[src/pkg/mrw_pd_defs.vh]
// Constants for the mode register write, calibration and power-down command logic.
// Assumes inclusion by bare name from the core design file.
`ifndef MRW_PD_DEFS_VH
`define MRW_PD_DEFS_VH
`define MA_ZQ_CAL        8'h0a
`define MA_RESET         8'h3f
`define ZQ_CODE_INIT     8'hff
`define ZQ_CODE_LONG     8'hab
`define ZQ_CODE_SHORT    8'h56
`define ZQ_CODE_RESET    8'hc3
`define MR_RO_LO         8'h04
`define MR_RO_HI         8'h08
`define T_MRW_CYC        16'h0005
`define T_INIT4_CYC      16'h000a
`define T_ZQINIT_CYC     16'h0064
`define T_ZQCL_CYC       16'h003c
`define T_ZQCS_CYC       16'h0014
`define T_ZQRESET_CYC    16'h0005
`define MR_DEFAULT       8'h00
`endif

[src/core/mrw_pd_core.v]
// Device-side decode of mode register write, reset, calibration and power-down.
// Assumes ck, cke, cs_n and ca come from pins in another domain; mclk oversamples ck.
`timescale 1ns/10ps
`include "mrw_pd_defs.vh"
module mrw_pd_core #(
  parameter MR_COUNT = 256
) (
  input  wire       mclk,
  input  wire       arst_n,
  input  wire       ck,
  input  wire       cke,
  input  wire       cs_n,
  input  wire [9:0] ca,
  input  wire       zq_tied_high,
  input  wire       bank_active,
  output reg        mrw_strobe,
  output reg  [7:0] mrw_addr,
  output reg  [7:0] mrw_data,
  output reg        mrw_refused,
  output reg        init_busy,
  output reg        zq_busy,
  output reg  [1:0] zq_kind,
  output reg        pd_active,
  output reg        pd_idle_kind,
  output reg        refresh_block
);
  // States, one-hot
  // One-hot keeps each state test a single flop in the decode
  localparam ST_IDLE = 4'b0001;
  localparam ST_MRW  = 4'b0010;
  localparam ST_WAIT = 4'b0100;
  localparam ST_PD   = 4'b1000;
  // Two-stage synchronisers for every pin
  reg [12:0] s1_reg;     // First stage, read only by stage two
  reg [12:0] s2_reg;     // Stable copies
  reg        ck_d_reg;   // Previous sampled clock level
  reg [3:0]  state_reg;  // Command state
  reg [15:0] cnt_reg;    // Busy countdown
  reg        cke_prev_reg; // CKE at previous rising edge
  reg [5:0]  ma_hi_reg;  // Rising-edge address part
  reg        cap_reg;    // Waiting for falling edge
  reg        bank_reg;   // Banks open at write decode
  reg [7:0]  mr_mem [0:MR_COUNT-1]; // Mode register storage
  integer    i;
  wire       s_ck   = s2_reg[12];
  wire       s_cke  = s2_reg[11];
  wire       s_cs_n = s2_reg[10];
  wire [9:0] s_ca   = s2_reg[9:0];
  wire       rise   = s_ck & ~ck_d_reg;
  wire       fall   = ~s_ck & ck_d_reg;
  // Write opcode seen at a rise; CKE itself is checked in the decode
  wire       mrw_cmd = !s_cs_n && (s_ca[3:0] == 4'h0);
  // MA7..6 arrive on the falling edge, MA5..0 on the rising edge
  wire [7:0] ma_full = {s_ca[1:0], ma_hi_reg};
  // Read-only range decode, used by the write path
  function is_ro;
    input [7:0] a;
    begin
      is_ro = (a >= `MR_RO_LO) && (a <= `MR_RO_HI);
    end
  endfunction
  // Calibration period for a command code; zero means not a code
  function [15:0] zq_len;
    input [7:0] d;
    begin
      if (d == `ZQ_CODE_INIT) zq_len = `T_ZQINIT_CYC;
      else if (d == `ZQ_CODE_LONG) zq_len = `T_ZQCL_CYC;
      else if (d == `ZQ_CODE_SHORT) zq_len = `T_ZQCS_CYC;
      else if (d == `ZQ_CODE_RESET) zq_len = `T_ZQRESET_CYC;
      else zq_len = 16'h0000;
    end
  endfunction
  // Synchronise the pins into mclk
  // Every pin shares one delay, so CA stays aligned with the ck edge seen
  always @(posedge mclk or negedge arst_n) begin
    if (!arst_n) begin
      s1_reg   <= 13'h0000;
      s2_reg   <= 13'h0400;
      ck_d_reg <= 1'b0;
    end else begin
      s1_reg   <= {ck, cke, cs_n, ca};
      s2_reg   <= s1_reg;
      ck_d_reg <= s_ck;
    end
  end
  // Command decode and sequencing
  // Edges come from oversampling: each ck phase must span two mclk periods
  always @(posedge mclk or negedge arst_n) begin
    if (!arst_n) begin
      state_reg     <= ST_IDLE;
      cnt_reg       <= 16'h0000;
      cke_prev_reg  <= 1'b1;
      ma_hi_reg     <= 6'h00;
      cap_reg       <= 1'b0;
      bank_reg      <= 1'b0;
      mrw_strobe    <= 1'b0;
      mrw_addr      <= 8'h00;
      mrw_data      <= 8'h00;
      mrw_refused   <= 1'b0;
      init_busy     <= 1'b0;
      zq_busy       <= 1'b0;
      zq_kind       <= 2'h0;
      pd_active     <= 1'b0;
      pd_idle_kind  <= 1'b0;
      refresh_block <= 1'b0;
      for (i = 0; i < MR_COUNT; i = i + 1)
        mr_mem[i] <= `MR_DEFAULT;
    end else begin
      mrw_strobe  <= 1'b0;
      mrw_refused <= 1'b0;
      if (rise)
        cke_prev_reg <= s_cke;
      case (state_reg)
        ST_IDLE: begin
          // CKE falling at a deselected rise enters power-down
          if (rise && !s_cke && cke_prev_reg && s_cs_n) begin
            state_reg     <= ST_PD;
            pd_active     <= 1'b1;
            pd_idle_kind  <= ~bank_active;
            refresh_block <= 1'b1;
          end else if (rise && s_cke && cke_prev_reg && mrw_cmd) begin
            // CKE high at this and the previous rise; keep the rising half
            ma_hi_reg <= s_ca[9:4];
            bank_reg  <= bank_active;
            cap_reg   <= 1'b1;
            state_reg <= ST_MRW;
          end
        end
        ST_MRW: begin
          // Second half of the command arrives on the falling edge
          if (cap_reg && fall) begin
            cap_reg  <= 1'b0;
            mrw_addr <= ma_full;
            mrw_data <= s_ca[9:2];
            if (bank_reg) begin
              // Banks open: nothing stored, no strobe; address, data and the refusal show
              mrw_refused <= 1'b1;
              state_reg   <= ST_IDLE;
            end else if (ma_full == `MA_RESET) begin
              // Reset form: every register in mr_mem back to default, no strobe
              for (i = 0; i < MR_COUNT; i = i + 1)
                mr_mem[i] <= `MR_DEFAULT;
              init_busy <= 1'b1;
              cnt_reg   <= `T_INIT4_CYC;
              state_reg <= ST_WAIT;
            end else if (ma_full == `MA_ZQ_CAL) begin
              // Pin tied high: code dropped, default impedance kept
              if (!zq_tied_high && zq_len(s_ca[9:2]) != 16'h0000) begin
                zq_busy <= 1'b1;
                zq_kind <= (s_ca[9:2] == `ZQ_CODE_INIT)  ? 2'h0 :
                           (s_ca[9:2] == `ZQ_CODE_LONG)  ? 2'h1 :
                           (s_ca[9:2] == `ZQ_CODE_SHORT) ? 2'h2 : 2'h3;
                cnt_reg <= zq_len(s_ca[9:2]);
              end else begin
                cnt_reg <= `T_MRW_CYC;
              end
              mrw_strobe <= ~zq_tied_high;
              state_reg  <= ST_WAIT;
            end else begin
              if (!is_ro(ma_full)) begin
                mr_mem[ma_full] <= s_ca[9:2];
                mrw_strobe <= 1'b1;
              end
              cnt_reg   <= `T_MRW_CYC;
              state_reg <= ST_WAIT;
            end
          end
        end
        ST_WAIT: begin
          // Counted in ck rising edges; the controller sends NOP meanwhile
          // A stopped ck stretches the period; nothing here times out
          if (rise) begin
            if (cnt_reg <= 16'h0001) begin
              init_busy <= 1'b0;
              zq_busy   <= 1'b0;
              state_reg <= ST_IDLE;
            end else begin
              cnt_reg <= cnt_reg - 16'h0001;
            end
          end
        end
        ST_PD: begin
          // Only CKE is looked at; CA and CS are don't care
          // Refresh stays blocked until exit; the controller bounds the stay
          if (rise && s_cke) begin
            state_reg     <= ST_IDLE;
            pd_active     <= 1'b0;
            refresh_block <= 1'b0;
          end
        end
        default: state_reg <= ST_IDLE;
      endcase
    end
  end
endmodule // mrw_pd_core

[config.mk]
export PLATFORM = sky130hd
export DESIGN_NAME = mrw_pd_core
export DESIGN_NICKNAME = d
export VERILOG_FILES = /design/src/core/mrw_pd_core.v
export VERILOG_INCLUDE_DIRS = /design/src /design/src/pkg
export SDC_FILE = /design/constraint.sdc
export NUM_CORES = 1
export LEC_CHECK = 0
export ABC_AREA = 1
export BUFFER_PORTS_ARGS = -buffer_cell sky130_fd_sc_hd__buf_4
export CAP_MARGIN = 40
export CORE_MARGIN = 5
export CORE_UTILIZATION = 56
export DETAILED_ROUTE_END_ITERATION = 6
export GPL_ROUTABILITY_DRIVEN = 1
export PLACE_DENSITY = 0.73
export SYNTH_ARGS = -nofsm -noshare
export SYNTH_HDL_FRONTEND = slang
export SYNTH_SLANG_ARGS = --single-unit
[constraint.sdc]
create_clock -name mclk -period 1.9 [get_ports mclk]
set_input_delay 0.475 -clock mclk [delete_from_list [all_inputs] [get_ports mclk]]
set_output_delay 0.475 -clock mclk [all_outputs]
set_load 0.01 [all_outputs]
-- Yosys cells after proc, flatten, opt, wreduce, memory -nomap -nowiden
Index checks and enable logic that the tools add are counted.
- $add $sub $neg: 1
- magnitude comparators: 3
- equal/unequal tests: 24
- mux-type cells: 56
- bitwise gates (word level): 9
- reductions and logical operators: 28
- operators with widths (kind ; number):
    2-to-1 mux 16 bit ; 13
    case mux 16 bit (2 select lines) ; 1
    != test 2 bit (second input constant) ; 13
    2-to-1 mux 1 bit ; 25
    equality test 8 bit (second input constant) ; 3
    2-to-1 mux 4 bit ; 6
    <= comparator 16 x 1 -> 1 bit (second input constant) ; 1
    case mux 4 bit (4 select lines) ; 1
    nonzero test 16 bit ; 1
    subtractor 16 x 1 -> 16 bit (second input constant) ; 1
    AND reduction 6 bit ; 2
    logical AND 1 bit ; 10
    AND reduction 5 bit ; 2
    equality test 8 x 4 -> 1 bit (second input constant) ; 1
    equality test 8 x 6 -> 1 bit (second input constant) ; 1
    equality test 8 x 7 -> 1 bit (second input constant) ; 1
    greater-or-equal comparator 8 x 3 -> 1 bit (second input constant) ; 1
    <= comparator 8 x 4 -> 1 bit (second input constant) ; 1
    case mux 1 bit (2 select lines) ; 4
    AND reduction 8 bit ; 1
    NOT 1 bit ; 7
    2-to-1 mux 3 bit ; 2
    2-to-1 mux 6 bit ; 1
    AND reduction 3 bit ; 2
    other kinds (13) ; 20
- register bits after elaboration: 80
- input port bits: 17
- word-level logic and storage cells: 139

-- Longest topological paths before layout
Gate-level depths: netlist of the first run.
- word-level depth: 18
- mapped depth: 11
- mapped depth without buffers: 11

-- Worst setup path before layout of the first run
Ideal clock, no wire load.
- kind: flip-flop to flip-flop
- from: register cnt_reg[0]
- to: register cnt_reg[10]
- library setup time: 116 ps
- data arrival time: 1407 ps
- slack: 376 ps
- stages on the path, launching flop included: 11
- path buffers: 1
- clock period less this slack: 1524 ps
- cells stage by stage: dfrtp_1 -> inv_1 -> ha_1 -> nand2_2 -> o21ai_2 -> nand3_2 -> nand3_4 -> inv_4 -> buf_6 -> nand2_1 -> nand2_1
- cells in the longest elaborated chain, start to end: 4
- elaborated cells between the ends (all ways): 7
- classes of those cells: 1 x add/sub; 1 x order compare; 1 x eq/ne; 3 x mux; 1 x reduce/logical
- ends and longest elaborated chain (what ; line ; text):
    start: declaration ; mrw_pd_core.v:38 ; reg [15:0] cnt_reg;
    start signal: assignment ; mrw_pd_core.v:144 ; cnt_reg <= `T_INIT4_CYC;
    start signal: assignment ; mrw_pd_core.v:153 ; cnt_reg <= zq_len(s_ca[9:2]);
    start signal: assignment ; mrw_pd_core.v:155 ; cnt_reg <= `T_MRW_CYC;
    subtractor 16 x 1 -> 16 bit ; mrw_pd_core.v:178 ; cnt_reg <= cnt_reg - 16'h0001;
    2-to-1 mux 16 bit ; mrw_pd_core.v:173 ; if (cnt_reg <= 16'h0001) begin
    2-to-1 mux 16 bit ; mrw_pd_core.v:172 ; if (rise) begin
    case mux 16 bit (2 select lines) ; mrw_pd_core.v:113 ; case (state_reg)
Several ways; a longest one is shown, not always the timed one. The select of a mux whose other input is x is not followed.
A chain may end at the register's enable or synchronous reset.

-- Final worst setup path of the first run
- from: register cnt_reg[0]
- to: register cnt_reg[1]
The elaborated chain is that of the path after synthesis.

==> results of run 1 <==
-- kinds of logic (layout without fill, tap and decap cells) --
group | Yosys count | count (layout)
DFF | 80 | 80
AOI/OAI and AO/OA | 45 | 45
adders and majority gates | 2 | 2
xor gates and xnor gates | 13 | 13
muxes | 1 | 1
and+or+nand+nor | 247 | 247
buffers and inverters | 54 | 112
-- layout by cell type, fill, tap and decap left out, drive strengths merged --
cell	netlist	routed
nand3	24	24
mux2	1	1
xor2	12	12
nand2	150	150
xnor2	1	1
a31oi	1	1
clkbuf	3	11
inv	45	45
nor3	1	1
o21bai	1	1
or2	1	1
clkinv	1	3
dfstp	3	3
a21oi	3	3
buf	5	50
o21ai	40	40
clkinvlp	0	1
dfrtp	77	77
ha	2	2
nor2	71	71
bufinv	0	2
-- critical path, cell delays in order, from the launching register on --
cell and delay [ps]:
dfrtp_1 420, inv_1 140, ha_1 240, nand2_2 110, o21ai_2 160, nand3_2 120, nand3_4 120, inv_4 100
nand2_1 60, o21ai_0 80
-- layer usage --
layer | wire, um | global-route usage, % | up-vias
met5 | 0 | 0 | -
met4 | 94 | 5.83 | 0
met3 | 457 | 6.00 | 9
met2 | 3370 | 29.8 | 72
met1 | 3350 | 25.7 | 1309
li1 | - | - | 1472
-- power by group --
group          switching, uW  internal [uW]
Sequential              84.3           1820
Combinational            284            178
Clock                    596            776
-- layout make-up --
class                      count  area [um^2]  share of cell area (%)
sequential                    80         2010                    46.6
multi-input combinational    308         1410                    32.8
timing repair buffer          50          388                    9.02
inverter                      46          180                    4.19
clock buffer                  11          141                    3.29
tap                           77         96.3                    2.24
clock inverter                 5         81.3                    1.89
-- through the flow --
stage                     hold slack, ps  instances
final                               27.7        577
after global routing                29.4        577
after CTS                           20.4        573
after detailed placement             336        557
after global placement               332        557
after floorplan                      179        442
-- timing repair --
action | CTS | global route
buffers inserted | 0 | 4
gates resized for setup | 0 | 0
setup endpoints to repair | 0 | 1
-- final timing paths --
kind / slack, ps / end / start / cells past startpoint
min in group mclk: 230 / s1_reg[2] / ca[2] / 1
max in group asynchronous: 1260 / cnt_reg[1] / arst_n / 2
min reg2reg: 350 / s2_reg[2] / s1_reg[2] / 0
min: 30 / mrw_addr[7] / arst_n / 1
max: 230 / cnt_reg[1] / cnt_reg[0] / 9
max reg2reg: 230 / cnt_reg[1] / cnt_reg[0] / 9
==> qor.yml, run 1 <==
power_and_ir_drop:
  vdd_drop_max_mv: 0.808
  leakage_uw: 0.00224
  p_total_uw: 3740
  powerDensity_nw_per_um2: 869
yosys:
  ys_warn_count: 0
  synth_top_family_by_area: "simple AND/OR/NAND/NOR gates"
  synth_async_sr_flop_share_pct: 100
  synth_edf_count: 0
  syn_inst: 442
  synth_nets: 461
  synth_fa_ha_area_share_pct: 0.687
  synth_seq_cells: 80
  synthFlopType: "dfrtp_1"
  syn_area_per_cell_um2: 8.24
  yosys.area_share.simple_pct: 28.2
  ys_top_cells_by_count: "147 x nand2_1, 77 x dfrtp_1, 65 x nor2_1"
  ys_types: 31
  synth_area_leaders: "dfrtp_1 53%, nand2_1 15%, nor2_1 6.7%"
  synth_area_leader_cell: "dfrtp_1"
  synth_compound_area_share_pct: 6.39
  synth.area.mux_share_pct: 0.309
  synth_top_area_share_pct: 52.9
  synth_xor_area_share_pct: 3.13
  synth_most_common_cell: "nand2_1"
  ys_seq_area_share_pct: 55.1
  syn-cell-area_um2: 3640
final_layout:
  antenna_cells: 0
  drive_gt1_share_pct: 17.6
  final_area_um2: 4300
  largest_register_ffs: 16
  final_util_pct: 67.7
  n_fill_cell: 553
  area_growth_pct: 18.1
  fin_nets: 514
detailed_routing:
  detail-route-antenna-nets: 0
  drt_iter0_drc: 155
  wl_um: 7270
  drc: 0
  viasPerCell: 4.96
  dr_total_vias: 2862
  wl_per_cell_um: 12.6
  firstDrtPassIters: 4
floorplan:
  die_area_um2: 8220
  fp-row-count: 29
  io_pins: 42
  die_w_um: 90.6
  core_area_um2: 6350
  start_util_pct: 57.4
  chipHeight_um: 90.6
critical_path:
  crit_type: "reg -> reg"
  end_kind: "flip-flop"
  crit_path_max_fanout: 18
  critPathArrivalTime_ps: 1900
  cp-start-kind: "flip-flop"
  required_ps: 2120
job:
  maxCapViolations: 0
sta:
  setup_viol: 0
  final_max_slew_viol_count: 0
  fin_skew_ps: 6.09
  finalCritPeriodShare_pct: 88.1
  hold_viol: 0
  slew-limit-headroom_pct: 77.8
  worst_pin_slew_ps: 333
  tns_ps: 0
  fin_crit_ps: 1670
  fin_ws_ps: 226
  rsz0062_at_grt: "no"
  max_freq_mhz: 597
placement:
  place_congestion: 0.873
  dp_hpwl_um: 5310
  placed_cell_area_um2: 4050
  port_buffers: 41
  pre_cts_slack_ps: 150
clock_network:
  htree_levels: 3
  clk-insertion-delay-late_ps: 340
  holdBufCountCts: 0
  clk_pin_slew_ps: 80
  clk_path_buf_depth: 2
  cts_tree: "done"
  clock_sinks: 80
  cts_root_buf: "clkbuf_8"
  cts_buffers: 9
min_path:
  hp-class: "in -> async"
grt:
  antenna_found_initial: 0
  grt.total_usage_pct: 19.2
  grt_pass1_vias: 2774
  grt_overflow_total: 0
  grt_max_degree: 35
  grt_pass1_wl_um: 12900
outcome:
  status: "complete, no violations"
Power figures use the tool's default switching activity.
==> run 2, diff against run 1 <==
==> constraint.sdc (replaced) <==
create_clock -name mclk -period 1.7 [get_ports mclk]
set_input_delay 0.425 -clock mclk [delete_from_list [all_inputs] [get_ports mclk]]
set_output_delay 0.425 -clock mclk [all_outputs]
set_load 0.01 [all_outputs]
==> run 2 against run 1 <==
  * First-iteration DRC count down 26%
  * Cell count down 0.17%
  * Combinational power up 14%
  * Sequential share of layout area up 0.19 points
  * Register-to-register slack worse by 70 ps
  * Routed wire length down 1.5%
  * Critical path depth unchanged
==> qor.yml, run 2 (synthesized netlist as in run 1, its figures left out) <==
clock_network:
  clk-insertion-delay-late_ps: 350
  postCtsResizedCells: 0
  postCtsSetupRepairBufs: 0
  clk_path_buf_depth: 2
  cts_root_buf: "clkbuf_8"
  cts_buffers: 9
  holdBufCountCts: 0
  cts_tree: "done"
  clk_pin_slew_ps: 80
  clock_sinks: 80
  htree_levels: 3
power_and_ir_drop:
  p_total_uw: 3950
  leakage_uw: 0.00222
  powerDensity_nw_per_um2: 921
  vdd_drop_max_mv: 0.867
final_layout:
  antenna_cells: 0
  final_common_cell: "nand2_1"
  mostFrequentLayoutCells: "147 x nand2_1, 77 x dfrtp_1, 63 x nor2_1"
  drive_gt1_share_pct: 18.2
  largest_register_ffs: 16
  fin_nets: 513
  area_growth_pct: 17.6
detailed_routing:
  drc: 0
  firstDrtPassIters: 5
  wl_um: 7160
  drt_iter0_drc: 115
  wl_per_cell_um: 12.4
  viasPerCell: 4.96
  dr_total_vias: 2857
  detail-route-antenna-nets: 0
grt:
  grt.total_usage_pct: 19.1
  grt_pass1_wl_um: 12900
  grt_max_degree: 34
  grt_overflow_total: 0
  antenna_found_initial: 0
  grt_pass1_vias: 2879
floorplan:
  fp-row-count: 29
  chipHeight_um: 90.6
  die_w_um: 90.6
  core_area_um2: 6350
  io_pins: 42
  die_area_um2: 8220
  start_util_pct: 57.4
critical_path:
  cp_top_family: "flip-flops"
  cp_num_cells: 9
  reg2reg_slack_ps: 160
  critPathArrivalTime_ps: 1770
  crit_type: "reg -> reg"
  rr_worst_depth: 9
  path_cells: "inv_2 > ha_4 > nand2_2 > o21ai_2 > nand3_2 > nand3_4 > inv_4 > nand2_1 > o21ai_0"
  cp-start-kind: "flip-flop"
  crit_path_max_fanout: 18
  r2r_start: "cnt_reg[0]"
  worstReg2RegEnd: "cnt_reg[1]"
  path_buf_inv: 2
  end_kind: "flip-flop"
  slowest_delay_ps: 420
  required_ps: 1930
  cp_slowest_cell: "dfrtp_1"
min_path:
  hp-class: "in -> async"
placement:
  dp_hpwl_um: 5410
  port_buffers: 41
  place_congestion: 0.893
sta:
  finalCritPeriodShare_pct: 90.7
  worst_pin_slew_ps: 434
  hold_viol: 0
  slew-limit-headroom_pct: 71.1
  setup_viol: 0
  fin_crit_ps: 1540
  fin_skew_ps: 4.50
  tns_ps: 0
  rsz0062_at_grt: "no"
  max_freq_mhz: 649
  final_max_slew_viol_count: 0
outcome:
  status: "complete, no violations"
job:
  maxCapViolations: 0
[run 2: power breakdown]
part | switching [uW] | internal (uW)
registers | 95.6 | 2030
clock network | 708 | 583
logic | 319 | 208
total | 1120 | 2820
[run 2: final cells by class]
| cell class | count | area [um^2] |
|---|---|---|
| Tap cell | 77 | 96.3 |
| Timing Repair Buffer | 49 | 393 |
| Sequential cell | 80 | 2010 |
| Fill cell | 530 | 2070 |
| Clock inverter | 5 | 41.3 |
| Clock buffer | 11 | 141 |
| Multi-Input combinational cell | 308 | 1430 |
| Inverter | 46 | 180 |
[run 2: how the worst max path moves through the flow]
stage | start | end | slack (ps)
2_1_floorplan | cnt_reg[0] | cnt_reg[10] | 180
3_3_place_gp | cnt_reg[0] | cnt_reg[0] | 150
3_5_place_dp | cnt_reg[0] | cnt_reg[8] | 110
4_1_cts | cnt_reg[0] | cnt_reg[1] | 90
5_1_grt | cnt_reg[0] | cnt_reg[0] | 3
6_report | cnt_reg[0] | cnt_reg[1] | 160
[run 2: metrics by stage]
stage | hold slack [ps] | setup slack, ps | cell area (um^2) | util, % | std cells
after floorplan | 129 | 176 | 3640 | - | 442
after global placement | 333 | 151 | 4080 | 64.3 | 560
after detailed placement | 335 | 113 | 4080 | 64.3 | 560
after CTS | 7.20 | 92.0 | 4270 | 67.2 | 576
after global routing | 24.5 | 2.81 | 4280 | 67.5 | 576
final | 7.98 | 158 | 4280 | 67.5 | 576
[run 2: per-layer routing]
metal	track usage, %	vias to the layer above	part of all wire [%]
met5	0	-	0
met4	5.46	0	0.50
met3	6.33	4	5.5
met2	30.1	57	47
met1	25.2	1326	47
li1	-	1470	-
==> run 3, diff against run 2 <==
--- a/config.mk
+++ b/config.mk
@@ -13,6 +13,7 @@
 export CORE_UTILIZATION = 56
 export DETAILED_ROUTE_END_ITERATION = 6
 export GPL_ROUTABILITY_DRIVEN = 1
+export HOLD_SLACK_MARGIN = 0.03
 export PLACE_DENSITY = 0.73
 export SYNTH_ARGS = -nofsm -noshare
 export SYNTH_HDL_FRONTEND = slang
==> run 3 against run 2 <==
  * Sequential share of layout area shrank 0.11 points
  * Non-clock buffer count is 1 higher
  * Critical path depth is the same
  * Combinational power hardly changed
  * Sequential power is essentially flat
  * Critical endpoint unchanged
==> qor.yml, run 3 (synthesized netlist as in run 1, its figures left out) <==
grt:
  grt_max_degree: 34
  grt.total_usage_pct: 19.1
  antenna_found_initial: 0
  grt_pass1_wl_um: 12900
  grt_pass1_vias: 2882
  grt_overflow_total: 0
floorplan:
  die_w_um: 90.6
  die_area_um2: 8220
  start_util_pct: 57.4
  chipHeight_um: 90.6
  io_pins: 42
  fp-row-count: 29
  core_area_um2: 6350
detailed_routing:
  viasPerCell: 4.96
  detail-route-antenna-nets: 0
  dr_total_vias: 2861
  drc: 0
  firstDrtPassIters: 5
  drt_iter0_drc: 116
  wl_per_cell_um: 12.4
  wl_um: 7170
critical_path:
  rr_worst_depth: 9
  critPathArrivalTime_ps: 1770
  crit_path_max_fanout: 18
  reg2reg_slack_ps: 160
  worstReg2RegEnd: "cnt_reg[1]"
  end_kind: "flip-flop"
  required_ps: 1930
  crit_type: "reg -> reg"
  r2r_start: "cnt_reg[0]"
  cp-start-kind: "flip-flop"
job:
  maxCapViolations: 0
clock_network:
  cts_root_buf: "clkbuf_8"
  clock_sinks: 80
  clk_pin_slew_ps: 80
  clk-insertion-delay-late_ps: 350
  clk_path_buf_depth: 2
  cts_buffers: 9
  cts_tree: "done"
  htree_levels: 3
sta:
  hold_viol: 0
  slew-limit-headroom_pct: 71.1
  fin_crit_ps: 1540
  tns_ps: 0
  final_max_slew_viol_count: 0
  finalCritPeriodShare_pct: 90.7
  worst_pin_slew_ps: 434
  fin_skew_ps: 4.53
  rsz0062_at_grt: "no"
  setup_viol: 0
  max_freq_mhz: 649
power_and_ir_drop:
  powerDensity_nw_per_um2: 920
  leakage_uw: 0.00222
  vdd_drop_max_mv: 0.867
final_layout:
  final_common_cell: "nand2_1"
  final_util_pct: 67.6
  antenna_cells: 0
  n_fill_cell: 526
  area_growth_pct: 17.9
  mostFrequentLayoutCells: "147 x nand2_1, 77 x dfrtp_1, 63 x nor2_1"
  drive_gt1_share_pct: 18.2
  fin_nets: 514
  largest_register_ffs: 16
outcome:
  status: "complete, no violations"
min_path:
  whs_path_depth: 1
  hp-class: "in -> reg"
  hold_path_startpoint: "ca[1]"
  hold_end: "s1_reg[1]"
placement:
  port_buffers: 41
  place_congestion: 0.893
  dp_hpwl_um: 5410
==> run 3: how the worst max path moves through the flow <==
stage	from	end	slack [ps]	depth (start not counted)
2_1_floorplan	cnt_reg[0]	cnt_reg[10]	180	10
3_3_place_gp	cnt_reg[0]	cnt_reg[0]	150	9
3_5_place_dp	cnt_reg[0]	cnt_reg[8]	110	8
4_1_cts	cnt_reg[0]	cnt_reg[1]	90	9
5_1_grt	cnt_reg[0]	cnt_reg[0]	3	9
6_report	cnt_reg[0]	cnt_reg[1]	160	9
==> run 3: power by group <==
group | switching, uW | internal [uW]
Combinational | 319 | 209
Sequential | 95.7 | 2030
Clock | 709 | 583
Total | 1120 | 2830
==> run 3: area by class of cell <==
class / instances / area [um^2] / share of cell area (%)
sequential: 80 / 2010 / 46.7
clock inverter: 5 / 41.3 / 0.962
inverter: 46 / 180 / 4.20
timing repair buffer: 50 / 403 / 9.38
clock buffer: 11 / 141 / 3.29
tap: 77 / 96.3 / 2.24
multi-input combinational: 308 / 1430 / 33.2
==> run 3: per-stage QoR <==
| step | setup WS (ps) | total power [uW] | area, um^2 | hold slack [ps] | instances |
|---|---|---|---|---|---|
| finish | 159 | 3950 | 4290 | 172 | 577 |
| global route | 2.81 | 4200 | 4290 | 146 | 577 |
| CTS | 92.0 | 4000 | 4280 | 156 | 577 |
| detailed placement | 113 | 2690 | 4080 | 335 | 560 |
| global placement | 151 | 2670 | 4080 | 333 | 560 |
| floorplan | 176 | 2480 | 3640 | 129 | 442 |
==> run 3: timing repair <==
item                                    CTS  global route
endpoints found under the setup margin    0            23
hold endpoints to repair                 28             0
gates resized for setup                   0             6
hold buffers                              1             0
setup buffers                             0             0
==> run 3: worst max-delay path: stages (launching register included) <==
cell     delay [ps]
dfrtp_1         420
inv_2           110
ha_4            150
nand2_2          90
o21ai_2         180
nand3_2         120
nand3_4         100
inv_4            90
nand2_1          60
o21ai_0          80
==> run 3: metal layers <==
layer / track usage, % / wire length [um]
met5: 0 / 0
met4: 5.46 / 38
met3: 6.33 / 384
met2: 30.1 / 3390
met1: 25.3 / 3370
